$ cat src/hdl/lns_pkg.sv
// Constants shared by the lamp and negotiation status register ends
package lns_pkg;
	localparam int LNS_ADDR_W = 5;
	localparam int LNS_DATA_W = 16;
	localparam logic [4:0] LNS_ADDR_SHADOW = 5'h1c;
	localparam logic [4:0] LNS_ADDR_SEED = 5'h1d;
	localparam int LNS_WE_BIT = 15;
	localparam int LNS_SEL_HI = 14;
	localparam int LNS_SEL_LO = 10;
	localparam logic [4:0] LNS_SHADOW_LAMP_SEL = 5'h0e;
	localparam logic [4:0] LNS_SHADOW_LAMP_DIR = 5'h0f;
	localparam logic [3:0] LNS_LAMP4_RESET = 4'h6;
	localparam logic [3:0] LNS_LAMP3_RESET = 4'h3;
	localparam logic [3:0] LNS_LAMP_DIS_RESET = 4'h0;
	localparam logic [10:0] LNS_SEED_RESET = 11'h000;
	localparam int LNS_MATCH_BIT = 14;
	localparam int LNS_RPT_BIT = 13;
	localparam int LNS_MSVAL_BIT = 12;
	localparam int LNS_MSEN_BIT = 11;
	localparam int LNS_RES_MODES = 6;
	localparam int LNS_RES_OK_LO = 6;
	// Lamp source codes
	localparam logic [3:0] LNS_SRC_SPEED1 = 4'h0;
	localparam logic [3:0] LNS_SRC_SPEED2 = 4'h1;
	localparam logic [3:0] LNS_SRC_TX = 4'h2;
	localparam logic [3:0] LNS_SRC_ACT = 4'h3;
	localparam logic [3:0] LNS_SRC_DUPLEX = 4'h4;
	localparam logic [3:0] LNS_SRC_SLAVE = 4'h5;
	localparam logic [3:0] LNS_SRC_INTERRUPT_LAMP = 4'h6;
	localparam logic [3:0] LNS_SRC_RFAULT = 4'h7;
	localparam logic [3:0] LNS_SRC_RX = 4'h8;
	localparam logic [3:0] LNS_SRC_MULTI = 4'ha;
	localparam logic [3:0] LNS_SRC_CABLE = 4'hb;
	localparam logic [3:0] LNS_SRC_OFF = 4'he;
	localparam logic [3:0] LNS_SRC_ON = 4'hf;
endpackage

$ cat src/hdl/lns_if.sv
// Management register port joining manager and device
`timescale 1ns/10ps
`default_nettype none
interface lns_if;
	import lns_pkg::*;
	logic [LNS_ADDR_W-1:0] addr;
	logic [LNS_DATA_W-1:0] wdata;
	logic wr;
	logic rd;
	logic [LNS_DATA_W-1:0] rdata;
	modport device (input addr, input wdata, input wr, input rd, output rdata);
	modport manager (output addr, output wdata, output wr, output rd, input rdata);
endinterface
`default_nettype wire

$ cat src/hdl/lns_device.sv
// Device end: lamp shadow registers and negotiation status views
`timescale 1ns/10ps
`default_nettype none
// Summary of operation
// - Bit 15 set writes shadow, clear selects
// - Select write, then read returns shadow bits
// - Code 01110 reaches lamp source selector
// - Code 01111 reaches lamp pin control
// - Lamp four source field, default interrupt
// - Lamp three source field, default activity
// - Lamp bits 9:8 reserved, written zero
// - Bits 7:4 report lamp pin direction
// - Bits 3:0 disable lamp outputs, reset zero
// - 1Dh bit 15 chooses seed or resolution
// - One write selects view; a seed-view write also updates the seed
// - Seed match flag latches high
// - Bit 13 reports partner port type
// - Bit 12 reports partner manual role
// - Bit 11 reports partner manual enable
// - Bits 10:0 return local seed, reset zero
// - Bits 11:6 latch resolved modes
// - Resolution bits 14:12 reserved zero
// - Bits 5:0 latch link-failure flags
// - Negotiation off or restart clears flags
module lns_device
	import lns_pkg::*;
(
	input wire logic i_clk,
	input wire logic i_reset,
	lns_if.device bus,
	input wire logic [3:0] i_lamp_pin_is_input,
	input wire logic i_seed_match,
	input wire logic i_partner_repeater,
	input wire logic i_partner_master,
	input wire logic i_partner_manual_en,
	input wire logic [10:0] i_local_seed,
	input wire logic i_seed_load,
	input wire logic [LNS_RES_MODES-1:0] i_resolved,
	input wire logic [LNS_RES_MODES-1:0] i_resolved_no_link,
	input wire logic i_aneg_clear,
	output logic [3:0] o_lamp_four_source,
	output logic [3:0] o_lamp_three_source,
	output logic [3:0] o_lamp_output_disable
);
	logic [4:0] shadow_ptr;
	logic [3:0] lamp_four_src;
	logic [3:0] lamp_three_src;
	logic [3:0] lamp_dis;
	logic view_res;
	logic [10:0] seed;
	logic seed_match_flag;
	logic [2*LNS_RES_MODES-1:0] res_flags;
	logic [3:0] dir_m;
	logic [3:0] dir_r;
	logic [4:0] part_m;
	logic [4:0] part_r;
	logic [LNS_DATA_W-1:0] rdata;
	logic wr_shadow;
	logic wr_seed;
	logic rd_seed;

	assign wr_shadow = bus.wr && bus.addr == LNS_ADDR_SHADOW;
	assign wr_seed = bus.wr && bus.addr == LNS_ADDR_SEED;
	assign rd_seed = bus.rd && bus.addr == LNS_ADDR_SEED;
	assign bus.rdata = rdata;

	////////////////////////////////////////////////////////////////////////
	// Pin and partner inputs come from other logic; two flops each
	always_ff @(posedge i_clk) begin
		dir_m <= i_lamp_pin_is_input;
		dir_r <= dir_m;
		part_m <= {i_seed_match, i_partner_repeater, i_partner_master,
			i_partner_manual_en, i_seed_load};
		part_r <= part_m;
	end

	////////////////////////////////////////////////////////////////////////
	// shadow pointer only moves on select writes
	always_ff @(posedge i_clk) begin
		if (i_reset) begin
			shadow_ptr <= LNS_SHADOW_LAMP_SEL;
		end else if (wr_shadow && !bus.wdata[LNS_WE_BIT]) begin
			shadow_ptr <= bus.wdata[LNS_SEL_HI:LNS_SEL_LO];
		end
	end

	always_ff @(posedge i_clk) begin
		if (i_reset) begin
			lamp_four_src <= LNS_LAMP4_RESET;
			lamp_three_src <= LNS_LAMP3_RESET;
		end else if (wr_shadow && bus.wdata[LNS_WE_BIT]
				&& bus.wdata[LNS_SEL_HI:LNS_SEL_LO] == LNS_SHADOW_LAMP_SEL) begin
			lamp_four_src <= bus.wdata[7:4];
			lamp_three_src <= bus.wdata[3:0];
		end
	end

	always_ff @(posedge i_clk) begin
		if (i_reset) begin
			lamp_dis <= LNS_LAMP_DIS_RESET;
		end else if (wr_shadow && bus.wdata[LNS_WE_BIT]
				&& bus.wdata[LNS_SEL_HI:LNS_SEL_LO] == LNS_SHADOW_LAMP_DIR) begin
			lamp_dis <= bus.wdata[3:0];
		end
	end

	always_ff @(posedge i_clk) begin
		if (i_reset) begin
			o_lamp_four_source <= LNS_LAMP4_RESET;
			o_lamp_three_source <= LNS_LAMP3_RESET;
			o_lamp_output_disable <= LNS_LAMP_DIS_RESET;
		end else begin
			o_lamp_four_source <= lamp_four_src;
			o_lamp_three_source <= lamp_three_src;
			o_lamp_output_disable <= lamp_dis;
		end
	end

	////////////////////////////////////////////////////////////////////////
	// view follows bit 15 of every 1Dh write
	always_ff @(posedge i_clk) begin
		if (i_reset) begin
			view_res <= 1'b0;
		end else if (wr_seed) begin
			view_res <= bus.wdata[LNS_WE_BIT];
		end
	end

	// seed loads from the generator; a seed-view write also lands
	always_ff @(posedge i_clk) begin
		if (i_reset) begin
			seed <= LNS_SEED_RESET;
		end else if (wr_seed && !bus.wdata[LNS_WE_BIT]) begin
			seed <= bus.wdata[10:0];
		end else if (part_r[0]) begin
			seed <= i_local_seed;
		end
	end

	// set wins over clear on read
	always_ff @(posedge i_clk) begin
		if (i_reset) begin
			seed_match_flag <= 1'b0;
		end else if (part_r[4]) begin
			seed_match_flag <= 1'b1;
		end else if (rd_seed && !view_res) begin
			seed_match_flag <= 1'b0;
		end
	end

	always_ff @(posedge i_clk) begin
		if (i_reset || i_aneg_clear) begin
			res_flags <= '0;
		end else if (rd_seed && view_res) begin
			res_flags <= {i_resolved, i_resolved_no_link};
		end else begin
			res_flags <= res_flags | {i_resolved, i_resolved_no_link};
		end
	end

	////////////////////////////////////////////////////////////////////////
	// read data one cycle later
	always_ff @(posedge i_clk) begin
		if (i_reset) begin
			rdata <= '0;
		end else if (bus.rd) begin
			rdata <= '0;
			if (bus.addr == LNS_ADDR_SHADOW) begin
				rdata[LNS_SEL_HI:LNS_SEL_LO] <= shadow_ptr;
				if (shadow_ptr == LNS_SHADOW_LAMP_SEL) begin
					rdata[7:0] <= {lamp_four_src, lamp_three_src};
				end else if (shadow_ptr == LNS_SHADOW_LAMP_DIR) begin
					rdata[7:0] <= {dir_r, lamp_dis};
				end
			end else if (bus.addr == LNS_ADDR_SEED) begin
				rdata[LNS_WE_BIT] <= view_res;
				if (view_res) begin
					rdata[2*LNS_RES_MODES-1:0] <= res_flags;
				end else begin
					rdata[LNS_MATCH_BIT] <= seed_match_flag;
					rdata[LNS_RPT_BIT] <= part_r[3];
					rdata[LNS_MSVAL_BIT] <= part_r[2];
					rdata[LNS_MSEN_BIT] <= part_r[1];
					rdata[10:0] <= seed;
				end
			end
		end
	end
endmodule // lns_device
`default_nettype wire

$ cat src/flat_wrapper.sv
// flat-port wrapper written by rule: the top's interface ports become plain ports
module lns_device_flat import lns_pkg::*;
  (i_clk, i_reset, i_lamp_pin_is_input, i_seed_match, i_partner_repeater, i_partner_master, i_partner_manual_en, i_local_seed, i_seed_load, i_resolved, i_resolved_no_link, i_aneg_clear, o_lamp_four_source, o_lamp_three_source, o_lamp_output_disable, bus_addr, bus_wdata, bus_wr, bus_rd, bus_rdata);
  lns_if bus_i ();
  input wire logic i_clk;
  input wire logic i_reset;
  input wire logic [3:0] i_lamp_pin_is_input;
  input wire logic i_seed_match;
  input wire logic i_partner_repeater;
  input wire logic i_partner_master;
  input wire logic i_partner_manual_en;
  input wire logic [10:0] i_local_seed;
  input wire logic i_seed_load;
  input wire logic [LNS_RES_MODES-1:0] i_resolved;
  input wire logic [LNS_RES_MODES-1:0] i_resolved_no_link;
  input wire logic i_aneg_clear;
  output logic [3:0] o_lamp_four_source;
  output logic [3:0] o_lamp_three_source;
  output logic [3:0] o_lamp_output_disable;
  input wire logic [$bits(bus_i.addr)-1:0] bus_addr;
  input wire logic [$bits(bus_i.wdata)-1:0] bus_wdata;
  input wire logic [$bits(bus_i.wr)-1:0] bus_wr;
  input wire logic [$bits(bus_i.rd)-1:0] bus_rd;
  output wire logic [$bits(bus_i.rdata)-1:0] bus_rdata;
  assign bus_i.addr = bus_addr;
  assign bus_i.wdata = bus_wdata;
  assign bus_i.wr = bus_wr;
  assign bus_i.rd = bus_rd;
  assign bus_rdata = bus_i.rdata;
  lns_device u_core (.i_clk(i_clk), .i_reset(i_reset), .bus(bus_i), .i_lamp_pin_is_input(i_lamp_pin_is_input), .i_seed_match(i_seed_match), .i_partner_repeater(i_partner_repeater), .i_partner_master(i_partner_master), .i_partner_manual_en(i_partner_manual_en), .i_local_seed(i_local_seed), .i_seed_load(i_seed_load), .i_resolved(i_resolved), .i_resolved_no_link(i_resolved_no_link), .i_aneg_clear(i_aneg_clear), .o_lamp_four_source(o_lamp_four_source), .o_lamp_three_source(o_lamp_three_source), .o_lamp_output_disable(o_lamp_output_disable));
endmodule
$ cat config.mk
export PLATFORM = sky130hd
export DESIGN_NAME = lns_device_flat
export DESIGN_NICKNAME = d
export VERILOG_FILES = /design/src/hdl/lns_pkg.sv /design/src/hdl/lns_if.sv /design/src/hdl/lns_device.sv /design/src/flat_wrapper.sv
export SDC_FILE = /design/constraint.sdc
export NUM_CORES = 1
export LEC_CHECK = 0
export BUFFER_PORTS_ARGS = -buffer_cell sky130_fd_sc_hd__buf_2
export CAP_MARGIN = 20
export CORE_MARGIN = 2
export CORE_UTILIZATION = 52
export CTS_BUF_LIST = sky130_fd_sc_hd__clkbuf_16
export DETAILED_ROUTE_END_ITERATION = 8
export PLACE_DENSITY = 0.8
export SYNTH_ARGS = -nofsm -noshare
export SYNTH_HDL_FRONTEND = slang
export SYNTH_SLANG_ARGS = --single-unit
export TNS_END_PERCENT = 1
$ cat constraint.sdc
create_clock -name i_clk -period 1.8 [get_ports i_clk]
set_input_delay 0.09 -clock i_clk [delete_from_list [all_inputs] [get_ports i_clk]]
set_output_delay 0.09 -clock i_clk [all_outputs]
set_load 0.01 [all_outputs]
==> results.md, run 1 <==
- Status: completed
- Clk_skew: 0.00459 ns
- Root Buffer: clkbuf_16
- GRT overflow: 0
- PostCTS Resize Cnt: 0
- Achievable Freq: 0.728 GHz
- Worst Hold Class: input pin to register
- Final wirelength: 8.10 mm
- # DRC: 0
- Post-route ant nets: 0
- Global Route Usage Sum: 0.237
- Clk buf depth: 2
- Area Overhead vs Synth: 29.7%
- Die Y: between 80 and 90 um
- Layout net count: 476
- Lkg Pwr: between 1.5 and 2 nW
- Hold-fix buffers, CTS: 21
- Critical Path RT: 2.00 ns
- Cell Area, Placed: about 0.0038 mm^2
- Total number of vias: approximately 2800
- Cell Pwr Density: approximately 1000 mW/mm^2
- Post-Layout Inst Area: roughly 0.0043 mm^2
- Final hold vios: 0
- DIE AREA: slightly above 0.007 mm^2
- Worst setup EP type: register
- Largest net degree at the start of global routing: 31
- Fillcell total: between 400 and 500
- CTS tree: done
- Post-synthesis sequential area ratio: 0.528
- Async SR Flop Fraction: 0
- Crit Path Max Fanout: 10
- Skew-Pair Late Insertion Delay: approximately 0.33 ns
- RSZ-0062 raised after global routing: no
- Max-slew violations: 0
- CP Launch Type: register
- VDD IR max: around 0.84 mV
- DR WL/cell: 16.2 um
- Num CTS Buffers: 9
- Post-synth top flop: dfxtp_1
- Post-layout min period: ~1.4 ns
- Core ar.: 0.00628 mm^2
- Vias in the first global route: 2815
- Netlist cell types: 37
- First-pass GRT wire length: roughly 13 mm
- Post-synth design cell area: about 0.0033 mm^2
- CP arrival: about 1.6 ns
- Worst path cell trace: mux2_2, nand4_1, o211ai_1
- Clk sinks: 88
- Flops & latches, synth: 88
- Mapped Cells: 315
- 1st-pass router iterations: 4
- Slowest-stage cell, CP: dfxtp_1
- Number of synthesized flops with an enable pin: 0
- Reg clk slew, reported paths: approximately 0.06 ns
- Row count: 29
- Proportion of layout cells with a drive suffix above 1: 0.305
- Fin crit share: 0.763
- Top post-synthesis cells by area: dfxtp_1 53%, mux2i_1 7.8%, mux2_2 5.7%
- Post-synthesis area per instance: ~11 um^2
- Die W: roughly 84 um
- Ys Warns: 0
- Vias per cell: 5.50
- Slowest stage delay, CP: 0.63 ns
- Slew Limit Headroom: 0.420
- Post-synth top area share: 0.528
- Initial antenna violation count: 0
- Slew at the pin with the worst max-slew slack: about 0.87 ns
- CTS H-Tree Depth: 3
- Kind of critical path: register to register
- Setup TNS: 0 ns
- Fin Hold WS: roughly 0.027 ns
- IO Port Bufs: between 80 and 90
- Mapped Nets: ~370
- Detailed Route Iter0 Violations: approximately 180
- Antenna diode instance count: 0
- Initial Utilization: 0.532
- Leading area contributor after synthesis: dfxtp_1
- # setup viols final: 0
- Post-CTS setup buffer count: 0
- Max_cap viols: 0
- I/O pin count: 86
- Fin util: 0.690
- Detailed Place HPWL: 5.57 mm
- Routability Congestion: roughly 0.85
power breakdown:
part | internal, mW | total, mW | switching [mW]
registers | 2.00 | 2.03 | 0.0288
logic | 0.152 | 0.290 | 0.137
clock network | 1.22 | 1.99 | 0.772
total | 3.37 | 4.31 | 0.938
Yosys cell counts (4+ instances only):
| cell type | instances |
|---|---|
| a21oi_1 | 13 |
| a22o_1 | 12 |
| a32oi_1 | 6 |
| and3b_1 | 4 |
| buf_2 | 13 |
| clkbuf_1 | 4 |
| dfxtp_1 | 88 |
| inv_1 | 13 |
| mux2_2 | 17 |
| mux2i_1 | 26 |
| nand2_1 | 10 |
| nand2b_1 | 16 |
| nand3_1 | 7 |
| nand4_1 | 9 |
| nor2_1 | 17 |
| nor3_1 | 10 |
| o211ai_1 | 8 |
| o31ai_1 | 6 |
| or3_1 | 6 |
stage by stage:
stage / cells / worst slack (ns) / power, mW
3_5_place_dp: 463 / 0.322 / 2.33
3_3_place_gp: 463 / 0.340 / 2.32
2_1_floorplan: 315 / 0.550 / 2.21
5_1_grt: 500 / 0.379 / 4.45
4_1_cts: 500 / 0.444 / 4.34
6_report: 500 / 0.426 / 4.31
state kept, by name, indices dropped and copies added, names as in the netlist:
register                      count
u_core.res_flags                 12
u_core.lamp_three_src             4
u_core.o_lamp_output_disable      4
u_core.shadow_ptr                 5
u_core.dir_m                      4
u_core.dir_r                      4
u_core.view_res                   1
u_core.seed                      11
u_core.part_m                     5
u_core.lamp_dis                   4
u_core.part_r                     5
u_core.bus.rdata                 16
u_core.o_lamp_four_source         4
u_core.lamp_four_src              4
u_core.seed_match_flag            1
u_core.o_lamp_three_source        4
worst max-delay path: cells and delay by family, from the launching register on:
| family | cells | cell delay (ns) |
|---|---|---|
| AO/OA/AOI/OAI | 1 | 0.10 |
| AND/OR/NAND/NOR | 1 | 0.11 |
| flip-flops | 1 | 0.63 |
| multiplexers | 1 | 0.41 |
routing by layer:
metal	global-route usage	vias up	wire (um)
li1	-	1340	-
met1	0.280	1288	3390
met2	0.408	104	4000
met3	0.0708	18	466
met4	0.0880	0	234
met5	0	-	0
cells in the final DEF, fill, tap and decap left out, types with 2 or more instances in the layout:
cell type	instances
nor2_1	17
a32oi_1	6
buf_4	8
buf_2	85
nand4b_1	3
nand2_1	10
dlygate4sd3_1	21
and3b_1	4
clkbuf_16	9
dfxtp_1	88
clkinvlp_4	2
mux2i_1	26
a22o_1	12
nand3b_1	2
mux2_2	17
nand3_1	7
o211ai_1	8
a211oi_1	3
a21oi_1	13
and3_1	2
nor3_1	10
nand2b_1	16
o31ai_1	6
inv_1	14
and2_1	3
or3_1	6
nand4_1	9
o21ai_0	3
bufinv_16	2
final timing paths:
check | start | end | slack (ns) | cells after the start
setup / recovery | u_core.shadow_ptr[0] | u_core.bus.rdata[2] | 0.43 | 3
hold / removal | bus_wdata[1] | u_core.lamp_three_src[1] | 0.03 | 3
setup reg to reg | u_core.shadow_ptr[0] | u_core.bus.rdata[2] | 0.43 | 3
hold reg to reg | u_core.part_m[3] | u_core.part_r[3] | 0.33 | 0
layout make-up:
type / instances / area, um^2 / share of cell area
Clock buffer: 9 / 225 / 0.0520
Tap cell: 77 / 96.3 / 0.0222
Timing Repair Buffer: 114 / 696 / 0.161
Inverter: 13 / 48.8 / 0.0113
Multi-Input combinational cell: 192 / 1410 / 0.325
Clock inverter: 7 / 96.3 / 0.0222
Sequential cell: 88 / 1760 / 0.407
cells by family after synthesis:
family          share of synthesized area
flops                               0.528
mux                                 0.135
buf+inv                            0.0510
compound gates                      0.127
simple gates                        0.160
(Power assumes the default switching activity.)
==> run 2: changes to the inputs <==
--- a/config.mk
+++ b/config.mk
@@ -5,13 +5,14 @@
 export SDC_FILE = /design/constraint.sdc
 export NUM_CORES = 1
 export LEC_CHECK = 0
+export ABC_AREA = 1
 export BUFFER_PORTS_ARGS = -buffer_cell sky130_fd_sc_hd__buf_2
 export CAP_MARGIN = 20
 export CORE_MARGIN = 2
-export CORE_UTILIZATION = 52
+export CORE_UTILIZATION = 48
 export CTS_BUF_LIST = sky130_fd_sc_hd__clkbuf_16
 export DETAILED_ROUTE_END_ITERATION = 8
-export PLACE_DENSITY = 0.8
+export PLACE_DENSITY = 0.77
 export SYNTH_ARGS = -nofsm -noshare
 export SYNTH_HDL_FRONTEND = slang
 export SYNTH_SLANG_ARGS = --single-unit
==> constraint.sdc (replaced) <==
create_clock -name i_clk -period 1.2 [get_ports i_clk]
set_input_delay 0.06 -clock i_clk [delete_from_list [all_inputs] [get_ports i_clk]]
set_output_delay 0.06 -clock i_clk [all_outputs]
set_load 0.01 [all_outputs]
==> run 2 against run 1 <==
Wire length is 17% higher. Cell count is 43% higher. Synthesized cell count is 56% higher. Largest power group is now clock. Setup slack worse by 0.39 ns. Critical path depth is 4 higher. Core utilization is 1.3 points lower. Register-to-register slack worse by 0.39 ns. Combinational power is 75% higher. Area after synthesis is 6.1% higher. Global-route usage is 0.35 points lower. Critical path type unchanged. Sequential share of layout area is 4.6 points lower. Largest cell class unchanged.
==> results.md, run 2 <==
- Most frequent cells in the layout: 149 x nand2_1, 86 x dfxtp_1, 83 x buf_2 (was 88 x dfxtp_1, 85 x buf_2, 26 x mux2i_1)
- Setup TNS: 0 ns (unchanged)
- Netlist cell types: 22 (was 37)
- Kind of critical path: register to register (unchanged)
- GRT overflow: 0 (unchanged)
- Core ar.: 0.00721 mm^2 (was 0.00628 mm^2)
- Area Overhead vs Synth: 37.9% (was 29.7%)
- Slew Limit Headroom: 0.773 (was 0.420)
- Final hold vios: 0 (unchanged)
- Initial Utilization: 0.491 (was 0.532)
- Clk_skew: 0.00522 ns (was 0.00459 ns)
- Number of synthesized flops with an enable pin: 0 (unchanged)
- Post-synthesis sequential area ratio: 0.497 (was 0.528)
- 1st-pass router iterations: 5 (was 4)
- Post-synthesis area per instance: 7.21 um^2 (was 10.6 um^2)
- Final Non-Filler Cells: 717 (was 500)
- DIE AREA: 0.00808 mm^2 (was 0.00708 mm^2)
- Post-synth top flop: dfxtp_1 (unchanged)
- Commonest non-fill, non-tap cell in the layout: nand2_1 (was dfxtp_1)
- Vias in the first global route: 3270 (was 2815)
- Routability Congestion: 0.896 (was 0.850)
- # setup viols final: 0 (unchanged)
- IO Port Bufs: 85 (unchanged)
- Slew at the pin with the worst max-slew slack: 0.341 ns (was 0.867 ns)
- Fin util: 0.677 (was 0.690)
- DR WL/cell: 13.3 um (was 16.2 um)
- Critical Path RT: 1.46 ns (was 2.00 ns)
- Die Y: 89.9 um (was 84.1 um)
- # DRC: 0 (unchanged)
- Fillcell total: 631 (was 473)
- Post-route ant nets: 0 (unchanged)
- Flops & latches, synth: 88 (unchanged)
- Initial antenna violation count: 0 (unchanged)
- Proportion of layout cells with a drive suffix above 1: 0.252 (was 0.305)
- Mapped Cells: 491 (was 315)
- Mapped Nets: 549 (was 373)
- Post-synth design cell area: 0.00354 mm^2 (was 0.00334 mm^2)
- Layout net count: 671 (was 476)
- Clk buf depth: 2 (unchanged)
- Detailed Place HPWL: 6.55 mm (was 5.57 mm)
- First-pass GRT wire length: 15.3 mm (was 13.3 mm)
- I/O pin count: 86 (unchanged)
- Reg clk slew, reported paths: 0.06 ns (about the same)
- Top post-synthesis cells by area: dfxtp_1 50%, nand2_1 16%, nand3_1 7.8% (was dfxtp_1 53%, mux2i_1 7.8%, mux2_2 5.7%)
- Post-layout min period: 1.16 ns (was 1.37 ns)
- Lkg Pwr: 2.46 nW (was 1.94 nW)
- Fin crit share: 0.968 (was 0.763)
- CTS tree: done (unchanged)
- Worst setup EP type: register (unchanged)
- CP Launch Type: register (unchanged)
- Die W: 89.9 um (was 84.1 um)
- CP arrival: 1.42 ns (was 1.58 ns)
- Skew-Pair Late Insertion Delay: 0.34 ns (was 0.33 ns)
- Status: completed (unchanged)
- Antenna diode instance count: 0 (unchanged)
- Row count: 31 (was 29)
- Biggest regs: u_core.bus.rdata x16, u_core.res_flags x12, u_core.seed x11 (unchanged)
- Crit Path Max Fanout: 8 (was 10)
- Clk sinks: 88 (unchanged)
- Post-synth top area share: 0.497 (was 0.528)
- Total number of vias: 3572 (was 2750)
- Leading area contributor after synthesis: dfxtp_1 (unchanged)
- Max-slew violations: 0 (unchanged)
- Largest net degree at the start of global routing: 24 (was 31)
- Num CTS Buffers: 9 (unchanged)
- Root Buffer: clkbuf_16 (unchanged)
- Achievable Freq: 0.861 GHz (was 0.728 GHz)
- Global Route Usage Sum: 0.234 (was 0.237)
- Max_cap viols: 0 (unchanged)
- Worst Hold Class: input pin to register (unchanged)
- Fin Hold WS: 0.0587 ns (was 0.0266 ns)
- Detailed Route Iter0 Violations: 166 (was 181)
- Ys Warns: 0 (unchanged)
- Cell Pwr Density: 1390 mW/mm^2 (was 996 mW/mm^2)
- Async SR Flop Fraction: 0 (unchanged)
- Inst Count DP: 670 (was 463)
- Vias per cell: 4.98 (was 5.50)
- Synth top cells by count: 154 x nand2_1, 88 x dfxtp_1, 55 x nand3_1 (was 88 x dfxtp_1, 26 x mux2i_1, 17 x mux2_2, 17 x nor2_1, 16 x nand2b_1)
- Reg with most FFs: u_core.bus.rdata (unchanged)
- Top-count cell post-synth: nand2_1 (was dfxtp_1)
- VDD IR max: 0.819 mV (was 0.843 mV)
- Max reg flops: 16 (unchanged)
- Final wirelength: 9.50 mm (was 8.10 mm)
- CTS H-Tree Depth: 3 (unchanged)
==> run 2: cell types whose count changed in the layout (fill, tap and decap cells not counted), moves of 8 or more <==
cell and change:
a22o_1 -12, mux2i_1 -26, a21oi_1 +22, mux2_2 -17, nand3_1 +44, nor2_1 +27
nand2_1 +139, nand2b_1 -16, inv_1 +33, buf_4 +8, nor3_1 -10
==> run 2: final timing paths <==
path                    endpoint                 start  depth (start not counted)  slack [ns]
max          u_core.bus.rdata[1]  u_core.shadow_ptr[2]                          7        0.04
min               u_core.seed[5]       i_local_seed[5]                          5        0.06
max reg2reg  u_core.bus.rdata[1]  u_core.shadow_ptr[2]                          7        0.04
min reg2reg     u_core.part_r[2]      u_core.part_m[2]                          0        0.33
==> run 2: worst max-delay path, cell delays in order (launching register included) <==
cell and delay (ns):
dfxtp_2 0.35, nand2_2 0.07, nor2_4 0.18, buf_12 0.14, nand3_1 0.06, nand2_1 0.07
a21oi_1 0.06, nor2_1 0.16
==> run 2: power breakdown <==
group	internal [mW]	total, mW	switching (mW)
clock	2.06	3.24	1.18
combinational	0.240	0.507	0.267
sequential	3.01	3.05	0.0404
total	5.31	6.79	1.48
==> run 2: timing repair <==
item | CTS | global route
pin swaps | 0 | 8
endpoints found under the hold margin | 30 | 0
setup buffers | 0 | 2
gates cloned | 0 | 1
hold buffers | 30 | 0
gates resized for setup | 1 | 23
setup endpoints to repair | 2 | 12
==> run 2: stage by stage <==
stage | power (mW) | worst slack, ns | instance area [um^2]
2_1_floorplan | 3.32 | 0.103 | 3540
3_3_place_gp | 3.51 | 0.0281 | 4130
3_5_place_dp | 3.53 | 0.0153 | 4130
4_1_cts | 6.82 | 0.0312 | 4790
5_1_grt | 7.03 | -0.0406 | 4890
6_report | 6.79 | 0.0389 | 4890
==> run 2: cell type report <==
| type | instances | area (um^2) | area share |
|---|---|---|---|
| Clock inverter | 7 | 128 | 0.0261 |
| Timing Repair Buffer | 133 | 917 | 0.188 |
| Clock buffer | 9 | 225 | 0.0461 |
| Tap cell | 99 | 124 | 0.0254 |
| Inverter | 53 | 199 | 0.0407 |
| Sequential cell | 88 | 1760 | 0.361 |
| Multi-Input combinational cell | 328 | 1530 | 0.313 |
==> run 2: cells by family after synthesis <==
logic type / count (synthesis) / synth area share
flip-flops: 88 / 0.497
buffers and inverters: 75 / 0.0876
AO/OA/AOI/OAI: 43 / 0.0632
AND/OR/NAND/NOR: 285 / 0.352
==> run 2: layer usage <==
| metal | GRT usage | share of wire |
|---|---|---|
| met3 | 0.0386 | 0.074 |
| met5 | 0 | 0 |
| met4 | 0.109 | 0.025 |
| met2 | 0.395 | 0.50 |
| met1 | 0.294 | 0.40 |
